[config.mk]
export PLATFORM = sky130hd
export DESIGN_NAME = owi_slave
export DESIGN_NICKNAME = d
export VERILOG_FILES = /design/src/include/owi_pkg.sv /design/src/include/owi_pins_if.sv /design/src/rtl/owi_pin_cond.sv /design/src/rtl/owi_slave.sv
export SDC_FILE = /design/constraint.sdc
export NUM_CORES = 1
export LEC_CHECK = 0
export ABC_AREA = 0
export BUFFER_PORTS_ARGS = -buffer_cell sky130_fd_sc_hd__buf_2
export CAP_MARGIN = 25
export CORE_MARGIN = 2
export CORE_UTILIZATION = 50
export DETAILED_ROUTE_END_ITERATION = 6
export HOLD_SLACK_MARGIN = 0.15
export PLACE_DENSITY = 0.69
export SLEW_MARGIN = 10
export SYNTH_ARGS = -nofsm -noshare
export SYNTH_HDL_FRONTEND = slang
export SYNTH_SLANG_ARGS = --single-unit
[constraint.sdc]
create_clock -name i_clk_sys -period 2.15 [get_ports i_clk_sys]
set_input_delay 0.1075 -clock i_clk_sys [delete_from_list [all_inputs] [get_ports i_clk_sys]]
set_output_delay 0.1075 -clock i_clk_sys [all_outputs]
set_load 0.03 [all_outputs]
[src/include/owi_pkg.sv]
// constants shared by the one-time-programmable wiper serial slave
package owi_pkg;
   // ----------------------------------------------------------------
   // addressing and framing
   // ----------------------------------------------------------------
   localparam logic [5:0] OWI_DEV_ADDR   = 6'h16;   // binary 010110
   localparam logic [3:0] OWI_BITS_BYTE  = 4'h8;    // data bits per byte
   localparam logic [3:0] OWI_ACK_SLOT   = 4'h9;    // ninth pulse
   localparam logic [3:0] OWI_CNT_ZERO   = 4'h0;
   localparam int         OWI_RW_POS     = 0;       // direction bit
   localparam int         OWI_SEL_POS    = 1;       // address select bit
   localparam int         OWI_PROG_POS   = 7;       // fuse-program bit
   localparam logic       OWI_DIR_WRITE  = 1'b0;
   localparam logic       OWI_DIR_READ   = 1'b1;
   // ----------------------------------------------------------------
   // wiper and fuse validation codes
   // ----------------------------------------------------------------
   localparam int         OWI_WIPER_W    = 6;
   localparam logic [5:0] OWI_WIPER_MID  = 6'h20;
   localparam logic [1:0] OWI_FUSE_READY = 2'h0;
   localparam logic [1:0] OWI_FUSE_TEST  = 2'h1;
   localparam logic [1:0] OWI_FUSE_FATAL = 2'h2;
   localparam logic [1:0] OWI_FUSE_DONE  = 2'h3;
   // ----------------------------------------------------------------
   // transfer states, one-hot
   // ----------------------------------------------------------------
   typedef enum logic [5:0] {
      OWI_ST_IDLE  = 6'h01,
      OWI_ST_ADDR  = 6'h02,
      OWI_ST_INSTR = 6'h04,
      OWI_ST_WDATA = 6'h08,
      OWI_ST_RDATA = 6'h10,
      OWI_ST_SKIP  = 6'h20
   } owi_state_t;
endpackage

[src/include/owi_pins_if.sv]
// carrier between the pin conditioner and the transfer engine
`timescale 1ns/1ps
`default_nettype none
interface owi_pins_if;
   logic scl_raw;
   logic sda_raw;
   logic sda_lvl;
   logic scl_rise;
   logic scl_fall;
   logic start_det;
   logic stop_det;
   modport cond (
      input  scl_raw,
      input  sda_raw,
      output sda_lvl,
      output scl_rise,
      output scl_fall,
      output start_det,
      output stop_det
   );
   modport core (
      output scl_raw,
      output sda_raw,
      input  sda_lvl,
      input  scl_rise,
      input  scl_fall,
      input  start_det,
      input  stop_det
   );
endinterface
`default_nettype wire

[src/rtl/owi_pin_cond.sv]
// two-stage synchronisers and edge, start and stop detection
`timescale 1ns/1ps
`default_nettype none
module owi_pin_cond #(
   parameter int SYNC_STAGES = 2
) (
   input  wire logic  i_clk_sys,
   input  wire logic  i_rst,
   owi_pins_if.cond   pins
);
   import owi_pkg::*;

   // fewer than two stages would let a metastable level reach the decode
   if (SYNC_STAGES < 2) begin : g_bad_stages
      $error("owi_pin_cond needs at least two synchroniser stages");
   end

   // ----------------------------------------------------------------
   // synchronisers; only the last stage and the delayed copy are read
   // ----------------------------------------------------------------
   logic [SYNC_STAGES-1:0] scl_sync_r;
   logic [SYNC_STAGES-1:0] sda_sync_r;
   logic                   scl_d_r;
   logic                   sda_d_r;
   wire                    scl_s = scl_sync_r[SYNC_STAGES-1];
   wire                    sda_s = sda_sync_r[SYNC_STAGES-1];

   always_ff @(posedge i_clk_sys) begin
      if (i_rst) begin
         scl_sync_r <= '1;
         sda_sync_r <= '1;
         scl_d_r    <= 1'b1;
         sda_d_r    <= 1'b1;
      end else begin
         scl_sync_r <= {scl_sync_r[SYNC_STAGES-2:0], pins.scl_raw};
         sda_sync_r <= {sda_sync_r[SYNC_STAGES-2:0], pins.sda_raw};
         scl_d_r    <= scl_s;
         sda_d_r    <= sda_s;
      end
   end

   // ----------------------------------------------------------------
   // decode
   // ----------------------------------------------------------------
   assign pins.sda_lvl   = sda_s;
   assign pins.scl_rise  = scl_s & ~scl_d_r;
   assign pins.scl_fall  = ~scl_s & scl_d_r;
   // data moving while the clock is high marks frame edges
   assign pins.start_det = scl_s & scl_d_r & sda_d_r & ~sda_s;
   assign pins.stop_det  = scl_s & scl_d_r & ~sda_d_r & sda_s;
endmodule
`default_nettype wire

[src/rtl/owi_slave.sv]
// two-wire slave of a one-time-programmable 64-step wiper
//
// What this block does
// - address byte: fixed six bits, select, direction
// - answer only when select bit matches pin
// - acknowledge address on ninth pulse when matched
// - write is address, instruction, data, each acked
// - program bit set on a ready part with no fuse fault freezes wiper permanently
// - six-bit wiper code from data bits five-zero
// - read data follows address acknowledge directly
// - validation bits report fuse state
// - validation one-one locks out further adjustments
// - nine pulses per byte, data changes while low
// - further data bytes update wiper again
// - repeated reads return the same byte again
// - direction bit zero writes, one reads
// - read byte: validation bits then wiper code
// - unprogrammed part starts at midscale
`timescale 1ns/1ps
`default_nettype none
module owi_slave (
   input  wire logic                         i_clk_sys,
   input  wire logic                         i_rst,
   input  wire logic                         i_scl,
   input  wire logic                         i_sda,
   input  wire logic                         i_addr_select_bit,
   input  wire logic [1:0]                   i_fuse_state,
   input  wire logic [owi_pkg::OWI_WIPER_W-1:0] i_fuse_wiper,
   input  wire logic                         i_fuse_fault,
   output logic                              o_sda_o,
   output logic                              o_sda_oe,
   output logic [owi_pkg::OWI_WIPER_W-1:0]   o_wiper_code,
   output logic                              o_fuse_check_hi,
   output logic                              o_fuse_check_lo,
   output logic                              o_fuse_blow
);
   import owi_pkg::*;

   // ----------------------------------------------------------------
   // pin conditioning
   // ----------------------------------------------------------------
   owi_pins_if pins ();
   logic sel_s1_r;
   logic sel_s2_r;

   assign pins.scl_raw = i_scl;
   assign pins.sda_raw = i_sda;

   owi_pin_cond #(
      .SYNC_STAGES (2)
   ) u_cond (
      .i_clk_sys (i_clk_sys),
      .i_rst     (i_rst),
      .pins      (pins)
   );

   // the select strap is a pin too, so it is synchronised as well
   always_ff @(posedge i_clk_sys) begin
      if (i_rst) begin
         sel_s1_r <= 1'b0;
         sel_s2_r <= 1'b0;
      end else begin
         sel_s1_r <= i_addr_select_bit;
         sel_s2_r <= sel_s1_r;
      end
   end

   // ----------------------------------------------------------------
   // state
   // ----------------------------------------------------------------
   owi_state_t             st_r,      st_nxt;
   logic [3:0]             cnt_r,     cnt_nxt;
   logic [7:0]             rx_r,      rx_nxt;
   logic [7:0]             tx_r,      tx_nxt;
   logic                   oe_r,      oe_nxt;
   logic                   prog_r,    prog_nxt;
   logic                   nack_r,    nack_nxt;
   logic [OWI_WIPER_W-1:0] wiper_r,   wiper_nxt;
   logic [1:0]             fuse_r,    fuse_nxt;
   logic                   blow_r,    blow_nxt;
   logic                   init_r;

   // ----------------------------------------------------------------
   // decode
   // ----------------------------------------------------------------
   wire       fall_byte  = pins.scl_fall & (cnt_r == OWI_BITS_BYTE);
   wire       fall_ack   = pins.scl_fall & (cnt_r == OWI_ACK_SLOT);
   wire       rise_bit   = pins.scl_rise & (cnt_r < OWI_ACK_SLOT);
   wire [6:0] addr_want  = {OWI_DEV_ADDR, sel_s2_r};
   wire       addr_hit   = (rx_r[7:OWI_SEL_POS] == addr_want);
   wire       is_read    = (rx_r[OWI_RW_POS] == OWI_DIR_READ);
   wire       locked     = (fuse_r == OWI_FUSE_DONE);
   wire       can_prog   = (fuse_r == OWI_FUSE_READY);
   // validation bits on top, wiper code below
   wire [7:0] read_byte  = {fuse_r, wiper_r};
   // only data bits five to zero reach the wiper
   wire [OWI_WIPER_W-1:0] new_code = rx_r[OWI_WIPER_W-1:0];
   wire [3:0] cnt_inc    = cnt_r + 4'h1;
   wire [3:0] tx_idx     = OWI_BITS_BYTE - 4'h1 - cnt_r;

   // ----------------------------------------------------------------
   // transfer engine
   // ----------------------------------------------------------------
   always_comb begin
      st_nxt    = st_r;
      cnt_nxt   = cnt_r;
      rx_nxt    = rx_r;
      tx_nxt    = tx_r;
      oe_nxt    = oe_r;
      prog_nxt  = prog_r;
      nack_nxt  = nack_r;
      wiper_nxt = wiper_r;
      fuse_nxt  = fuse_r;
      blow_nxt  = 1'b0;
      if (pins.start_det) begin
         // a start, repeated or not, always restarts address capture
         st_nxt  = OWI_ST_ADDR;
         cnt_nxt = OWI_CNT_ZERO;
         oe_nxt  = 1'b0;
      end else if (pins.stop_det) begin
         st_nxt  = OWI_ST_IDLE;
         cnt_nxt = OWI_CNT_ZERO;
         oe_nxt  = 1'b0;
      end else if (st_r != OWI_ST_IDLE && st_r != OWI_ST_SKIP) begin
         if (rise_bit) begin
            cnt_nxt = cnt_inc;
            if (cnt_r < OWI_BITS_BYTE) begin
               rx_nxt = {rx_r[6:0], pins.sda_lvl};
            end else begin
               nack_nxt = pins.sda_lvl;   // master's answer in read
            end
         end
         unique case (st_r)
            OWI_ST_ADDR: begin
               if (fall_byte) begin
                  if (addr_hit) begin
                     oe_nxt = 1'b1;
                  end else begin
                     st_nxt = OWI_ST_SKIP;   // not ours: stay off the bus
                  end
               end else if (fall_ack) begin
                  cnt_nxt = OWI_CNT_ZERO;
                  if (is_read) begin
                     st_nxt = OWI_ST_RDATA;
                     tx_nxt = read_byte;
                     oe_nxt = ~read_byte[7];
                  end else begin
                     st_nxt = OWI_ST_INSTR;
                     oe_nxt = 1'b0;
                  end
               end
            end
            OWI_ST_INSTR: begin
               if (fall_byte) begin
                  oe_nxt   = 1'b1;
                  prog_nxt = rx_r[OWI_PROG_POS];   // rest ignored
               end else if (fall_ack) begin
                  cnt_nxt = OWI_CNT_ZERO;
                  oe_nxt  = 1'b0;
                  st_nxt  = OWI_ST_WDATA;
               end
            end
            OWI_ST_WDATA: begin
               if (fall_byte) begin
                  oe_nxt = 1'b1;
                  // every further byte with the same instruction lands unless validation is one-one
                  if (!locked) begin
                     wiper_nxt = new_code;
                  end
                  if (prog_r && can_prog) begin
                     blow_nxt = 1'b1;
                     fuse_nxt = i_fuse_fault ? OWI_FUSE_FATAL
                                             : OWI_FUSE_DONE;
                  end
               end else if (fall_ack) begin
                  // instruction is kept until the next instruction byte
                  cnt_nxt = OWI_CNT_ZERO;
                  oe_nxt  = 1'b0;
               end
            end
            OWI_ST_RDATA: begin
               if (pins.scl_fall && cnt_r < OWI_BITS_BYTE) begin
                  oe_nxt = ~tx_r[tx_idx[2:0]];
               end else if (fall_byte) begin
                  oe_nxt = 1'b0;          // free the line for the master
               end else if (fall_ack) begin
                  cnt_nxt = OWI_CNT_ZERO;
                  if (nack_r) begin
                     // master now owns the line to stop
                     st_nxt = OWI_ST_SKIP;
                     oe_nxt = 1'b0;
                  end else begin
                     tx_nxt = read_byte;
                     oe_nxt = ~read_byte[7];
                  end
               end
            end
            default: begin
               st_nxt = OWI_ST_IDLE;
               oe_nxt = 1'b0;
            end
         endcase
      end
   end

   // ----------------------------------------------------------------
   // registers
   // ----------------------------------------------------------------
   always_ff @(posedge i_clk_sys) begin
      if (i_rst) begin
         st_r    <= OWI_ST_IDLE;
         cnt_r   <= OWI_CNT_ZERO;
         rx_r    <= 8'h00;
         tx_r    <= 8'h00;
         oe_r    <= 1'b0;
         prog_r  <= 1'b0;
         nack_r  <= 1'b1;
         blow_r  <= 1'b0;
         init_r  <= 1'b1;
         wiper_r <= OWI_WIPER_MID;
         fuse_r  <= OWI_FUSE_READY;
      end else begin
         st_r    <= st_nxt;
         cnt_r   <= cnt_nxt;
         rx_r    <= rx_nxt;
         tx_r    <= tx_nxt;
         oe_r    <= oe_nxt;
         prog_r  <= prog_nxt;
         nack_r  <= nack_nxt;
         blow_r  <= blow_nxt;
         init_r  <= 1'b0;
         if (init_r) begin
            // fuse array is sampled once, the cycle after reset release
            fuse_r <= i_fuse_state;
            if (i_fuse_state == OWI_FUSE_DONE) begin
               wiper_r <= i_fuse_wiper;
            end
         end else begin
            fuse_r  <= fuse_nxt;
            wiper_r <= wiper_nxt;
         end
      end
   end

   // ----------------------------------------------------------------
   // outputs, all from flip-flops
   // ----------------------------------------------------------------
   always_ff @(posedge i_clk_sys) begin
      if (i_rst) begin
         o_sda_o <= 1'b0;
      end else begin
         o_sda_o <= 1'b0;   // open drain: only ever pulls low
      end
   end

   assign o_sda_oe        = oe_r;
   assign o_wiper_code    = wiper_r;
   assign o_fuse_check_hi = fuse_r[1];
   assign o_fuse_check_lo = fuse_r[0];
   assign o_fuse_blow     = blow_r;
endmodule
`default_nettype wire

Word level (Yosys, flattened, before mapping)
Cells that the tools add are included.

storage, ports and cells
  flip-flop bits (word level) = 47
  bits of input ports = 14
  output and inout port bits = 11
  word-level logic and storage cells = 165

operators by class
  $add $sub $neg = 2
  $lt $le $gt $ge = 3
  equal/unequal tests = 39
  multiplexer cells = 58
  bitwise operators = 22
  reduce and logical (&&, ||, !) cells = 23

operator list
  cell                                                  number
  2-to-1 mux 6 bit                                      17
  2-to-1 mux 8 bit                                      7
  != test 4 bit (second input constant)                 7
  case mux 6 bit (4 select lines)                       1
  != test 2 bit (second input constant)                 11
  2-to-1 mux 2 bit                                      10
  AND reduction 10 bit                                  2
  AND reduction 5 bit                                   4
  2-to-1 mux 4 bit                                      4
  case mux 8 bit (2 select lines)                       1
  2-to-1 mux 1 bit                                      14
  != test 3 bit (second input constant)                 4
  NOT 1 bit                                             12
  AND reduction 11 bit                                  1
  bitwise AND 1 bit                                     10
  != test 5 bit (second input constant)                 2
  nonzero test 2 bit                                    5
  equality test 4 bit (second input constant)           2
  < comparator 4 bit (second input constant)            2
  case mux 4 bit (2 select lines)                       1
  equality test 7 x 6 -> 1 bit                          1
  AND reduction 7 bit                                   1
  equality test 6 x 2 -> 1 bit (second input constant)  1
  equality test 6 x 3 -> 1 bit (second input constant)  1
  20 further kinds                                      26

Longest topological paths before layout
  word-level depth = 10
  depth in mapped cells = 9
  depth with buffers taken out = 7

Modules after synthesis
A second synthesis with hierarchy kept.

unflattened totals
  cell total of the unflattened synthesis = 242
  area total of the unflattened synthesis = 2240.9 um^2

modules (own cells, without submodules)
  module        times used  cells an instance  area an instance (um^2)  sequential area each (um^2)
  owi_slave     1           226                2050.7                   820.8
  owi_pin_cond  1           16                 190.2                    120.1

Worst setup path before layout
OpenSTA, ideal clock, no wires.

  path kind = reg-to-reg
  from = register cnt_r[1]
  to = register rx_r[0]
  setup time = 128 ps
  arrival time = 1641 ps
  required time = 2022 ps
  setup slack = 382 ps
  stages on the path, launching flop included = 9
  path buffers = 1
  clock period less this slack = 1768 ps
  cell sequence = dfxtp_1 inv_1 ha_1 nand2b_1 a221oi_4 nor2b_1 buf_4 mux2i_1 nor2_1

on the way
  longest elaborated chain between the ends = 3
  elaborated cells between the ends (all ways) = 4
  those cells by class = 2 x order compare; 1 x bitwise; 1 x reduce/logical

ends and longest elaborated chain
  what                               RTL line          text
  start: declaration                 owi_slave.sv:72   logic [3:0] cnt_r, cnt_nxt;
  start signal: assignment           owi_slave.sv:224  cnt_r <= cnt_nxt;
  < comparator 4 bit                 owi_slave.sv:88   wire rise_bit = pins.scl_rise & (cnt_r < OWI_ACK_SLOT);
  bitwise AND 1 bit                  owi_slave.sv:88
  AND reduction 5 bit (no line) (*)  --
  end signal: assignment             owi_slave.sv:225  rx_r <= rx_nxt;
  end: declaration                   owi_slave.sv:73   logic [7:0] rx_r, rx_nxt;

Every way passes the cells marked *; elsewhere a longest branch is shown, timed or not.
A chain may end at the register's enable or synchronous reset.

Worst setup path in the final report
  from = register st_r[5]
  to = register tx_r[5]

on the way
  longest elaborated chain between the ends = 3
  elaborated cells between the ends (all ways) = 15
  those cells by class = 11 x eq/ne; 1 x mux; 3 x reduce/logical

ends and longest elaborated chain
  what                                                  RTL line          text
  start: declaration                                    owi_slave.sv:71   owi_state_t st_r, st_nxt;
  start signal: assignment                              owi_slave.sv:223  st_r <= st_nxt;
  equality test 6 x 2 -> 1 bit (tied with other cells)  owi_slave.sv:133  unique case (st_r)
  != test 2 bit (no line) (tied with other cells)       --
  AND reduction 11 bit (no line)                        --
  end signal: assignment                                owi_slave.sv:226  tx_r <= tx_nxt;
  end: declaration                                      owi_slave.sv:74   logic [7:0] tx_r, tx_nxt;

Parallel ways exist; a longest one is shown, timed or not.

==> run summary <==
The sum of net half-perimeters after detailed placement is 3700 um. After clock tree synthesis, the clock-pin slew on the worst setup and hold paths is 80 ps. The critical path start-end classification is reg -> reg. The synthesized design contains 0 enable-type register cells.

The power per cell area came out at 746 nW/um^2. From bottom edge to top edge, the die measures 74.4 um. The via count of the first global-routing pass was 1,847.

After synthesis, the most frequently instantiated cells are 47 x sky130_fd_sc_hd__dfxtp_1, 29 x sky130_fd_sc_hd__nor2_1, 23 x sky130_fd_sc_hd__mux2i_1. The width of the chip came out at 74.4 um. In this run the critical register-to-register path is launched from st_r[5]. The post-synthesis to final-layout area growth is 13.7%. The overall routing resource usage came out at 20.7%. The transition time of the tightest slew-check pin is 541 ps. The maximum achievable frequency is 0.503 GHz. The number of antenna diodes in the final layout is 0. The synthesized instance count is 256. By area the synthesized netlist is led by sky130_fd_sc_hd__dfxtp_1 38%, sky130_fd_sc_hd__mux2i_1 9.3%, sky130_fd_sc_hd__nor2_1 4.4%. STA classifies the critical path endpoint as a flop. The number of sinks on the clock net is 47.

In the finished design, the share of the clock period the worst path needs comes to 92.5%. The number of endpoints failing setup at the final stage is 0. The first-pass GRT wire length came out at 8690 um. The initial cell density of the core came out at 52.1%. The compound-gate portion of the synthesized area is 16.5%. The analysis attributes to cell leakage a power of 1.14 nW.

The number of setup buffers added after CTS is 0. The register-to-register path setup slack came out at 160 ps. The post-synthesis cell type with the largest combined area is sky130_fd_sc_hd__dfxtp_1.

The detail route stage leaves a number of antenna-violating nets equal to 0. The worst-path maximum fanout is 10. The largest net degree at the start of global routing is 37.

The number of buffers created by CTS came out at 5. The post-route minimum period came out at 1990 ps. The number of buffer cells added on primary ports is 23. In this run the critical register-to-register path is captured at tx_r[5]. The routed length per placed instance came out at 14.5 um. The core region is 4750 um^2. Counting along the longest clock path gives a buffer depth of 2. The register bit count reported by yosys is 47.

The flow ran to the end, and the final reports show no timing, DRC or antenna violations. The depth of the worst register-to-register path is 6. The post-layout instance area is 2820 um^2. The number of nets in the finished design came out at 304. The max-cap check violation count came out at 0. Between clock sinks in the finished design, the worst skew comes to 4.01 ps.

The most common cell in the synthesized netlist is sky130_fd_sc_hd__dfxtp_1. The worst hold-check slack came out at 158 ps. The sum of overflow across all layers after global routing is 0. The area of the die came out at 5540 um^2.

For the worst-skew pair, the clock arrives at the later sink with an insertion delay of 290 ps. The fraction of the mapped netlist area in adder cells is 1.51%. Combinational logic burns 22.9% of the power. The xor-xnor portion of the synthesized cell area is 2.83%. The power dissipated by switching net loads came out at 636 uW.

The async set-or-reset flop fraction in the synthesized netlist came out at 0%. The required time of the critical path came out at 2330 ps. The net count after synthesis came out at 273.

The number of DRC violations after detailed routing came out at 0. Net switching is 30.2% of the power. The mean number of vias per cell is 5.58. The final estimated routing congestion in global placement is 0.817. The iteration count of the initial detailed-routing pass came out at 4. The ratio of cells with drive above 1 in the final layout is 22.6%. After synthesis, the mean cell area works out to 9.68 um^2. The total number of yosys warnings is 0. Setup total negative slack on the finished layout was measured at 0 ps. In the synthesized netlist the dominant register cell turns out to be sky130_fd_sc_hd__dfxtp_1. The design draws 2.10 mW. The worst hold path begins at i_fuse_wiper[3]. The vias after detailed routing is 1,976.

The synthesized netlist occupies a cell area of 2480 um^2. After floorplanning, the core was divided into 25 placement rows. The main combinational cell family by area after synthesis is simple AND/OR/NAND/NOR gates.

The iteration-0 DRC count of the detailed router is 115. The share of the yosys chip area belonging to registers came out at 38.0%. The number of antenna violations at the first check in global routing came out at 0. The total of fill cells in the finished design is 444. In this run the worst hold path is classified as in -> reg. The final-report max-slew violation count was 0.

The total number of H-tree levels is 2. The total routed wirelength came out at 5140 um. The largest vdd supply drop is 0.458 mV. The clock tree from TritonCTS is built. The number of endpoints with negative hold slack in the final report is 0. The fraction of synthesized area in multiplexers is 11.1%. The headroom to the max-slew limit came out at 63.9%.

The clock tree root buffer cell is sky130_fd_sc_hd__clkbuf_8. The boundary pin count came out at 25. The cell internal power dissipation is 1.47 mW. The proportion of power drawn by flip-flops and latches is 47.6%. STA classifies the critical path startpoint as a flop. Setup repair after global routing left no endpoint under its margin.

The area fraction in and, or, nand and nor cells after synthesis is 24.3%. After detailed placement, the total cell area comes to 2640 um^2. The count of cell types in the netlist came out at 57. The worst hold path terminates at o_wiper_code[3]. The top-area cell type share of the netlist area came out at 38.0%. The endpoint arrival time on the critical path is 2170 ps. The worst hold path cell count came out at 3. The clock network fraction of total power is 29.5%.
-- cells by family after synthesis --
| group | count (synthesis) |
|---|---|
| AO/OA/AOI/OAI | 49 |
| XOR/XNOR | 8 |
| adder cells (fa/ha/maj) | 3 |
| buffers and inverters | 22 |
| flip-flops | 47 |
| multiplexers | 25 |
| other | 1 |
| AND/OR/NAND/NOR | 101 |
-- how the worst max path moves through the flow --
stage	startpoint	to	depth (start not counted)
finish	st_r[5]	tx_r[5]	6
global route	st_r[3]	o_wiper_code[3]	6
CTS	st_r[5]	tx_r[5]	6
detailed placement	st_r[5]	tx_r[5]	6
global placement	st_r[5]	tx_r[0]	6
floorplan	cnt_r[1]	rx_r[0]	8
-- placed cells by master (no fill, tap or decap), types with 2 or more instances in the layout --
| cell | count |
|---|---|
| sky130_fd_sc_hd__a31oi_1 | 2 |
| sky130_fd_sc_hd__dlygate4sd3_1 | 7 |
| sky130_fd_sc_hd__inv_1 | 4 |
| sky130_fd_sc_hd__o211ai_1 | 5 |
| sky130_fd_sc_hd__xnor2_1 | 3 |
| sky130_fd_sc_hd__nor4_4 | 2 |
| sky130_fd_sc_hd__or2_2 | 7 |
| sky130_fd_sc_hd__nor2b_1 | 10 |
| sky130_fd_sc_hd__nor3_1 | 10 |
| sky130_fd_sc_hd__or4_1 | 2 |
| sky130_fd_sc_hd__nand3b_1 | 2 |
| sky130_fd_sc_hd__nand3_1 | 8 |
| sky130_fd_sc_hd__nor2_1 | 29 |
| sky130_fd_sc_hd__xor2_1 | 5 |
| sky130_fd_sc_hd__a21oi_1 | 5 |
| sky130_fd_sc_hd__o21ai_0 | 9 |
| sky130_fd_sc_hd__buf_2 | 23 |
| sky130_fd_sc_hd__a211oi_1 | 5 |
| sky130_fd_sc_hd__clkbuf_8 | 5 |
| sky130_fd_sc_hd__nand2b_1 | 3 |
| sky130_fd_sc_hd__mux4_2 | 2 |
| sky130_fd_sc_hd__o31a_1 | 2 |
| sky130_fd_sc_hd__nor4b_1 | 3 |
| sky130_fd_sc_hd__dfxtp_1 | 47 |
| sky130_fd_sc_hd__nand4b_1 | 3 |
| sky130_fd_sc_hd__ha_1 | 3 |
| sky130_fd_sc_hd__o211a_1 | 3 |
| sky130_fd_sc_hd__nand2_1 | 10 |
| sky130_fd_sc_hd__a21boi_0 | 2 |
| sky130_fd_sc_hd__mux2i_1 | 23 |
| sky130_fd_sc_hd__buf_4 | 12 |
| sky130_fd_sc_hd__and2_1 | 4 |
-- area by class of cell --
type                       count  area, um^2  area share [%]
clock inverter                 2        37.5            1.33
timing repair buffer          42         275            9.76
tap                           67        83.8            2.97
multi-input combinational    187        1400            49.6
sequential                    47         941            33.4
clock buffer                   5        68.8            2.44
inverter                       4        15.0           0.533
-- registers in the layout, summed over array words and instances (netlist names) --
signal	cells
nack_r	1
o_wiper_code	6
st_r	6
fuse_r	2
rx_r	8
tx_r	8
sel_s1_r	1
sel_s2_r	1
u_cond.sda_sync_r	2
cnt_r	4
o_sda_oe	1
u_cond.scl_sync_r	2
u_cond.scl_d_r	1
u_cond.sda_d_r	1
prog_r	1
o_fuse_blow	1
init_r	1
-- routing by layer --
layer,share of wire [%],GRT usage [%],routed length [um],up-vias
met1,48,28.9,2460,935
met3,4.5,4.34,229,6
met2,47,32.2,2390,53
met4,1.1,6.55,59,0
li1,-,-,-,982
met5,0,0,0,-
-- critical path, cell delays in order, from the launching register on --
cell and delay (ps):
sky130_fd_sc_hd__dfxtp_1 480, sky130_fd_sc_hd__nor4_4 490, sky130_fd_sc_hd__nand3_1 170, sky130_fd_sc_hd__a221o_1 330, sky130_fd_sc_hd__buf_4 190, sky130_fd_sc_hd__mux2i_1 160
sky130_fd_sc_hd__nor2_1 50
-- power by group through the flow --
stage	Clock, mW	Sequential, mW	Combinational, mW
global route	0.686	1.01	0.528
finish	0.622	1.00	0.481
global placement	0	1.02	0.462
floorplan	0	0.962	0.411
detailed placement	0	1.02	0.462
CTS	0.647	1.00	0.476
-- metrics by stage --
step	utilization (%)	instances	setup slack, ps
4_1_cts	59.3	354	188
6_report	59.3	354	161
5_1_grt	59.3	354	52.9
3_3_place_gp	55.6	340	217
3_5_place_dp	55.6	340	199
2_1_floorplan	-	256	382
-- repair_timing --
item / CTS / global route
resized for setup: 0 / 0
hold endpoints to repair: 8 / 0
hold buffers: 7 / 0
(Power assumes the default switching activity.)
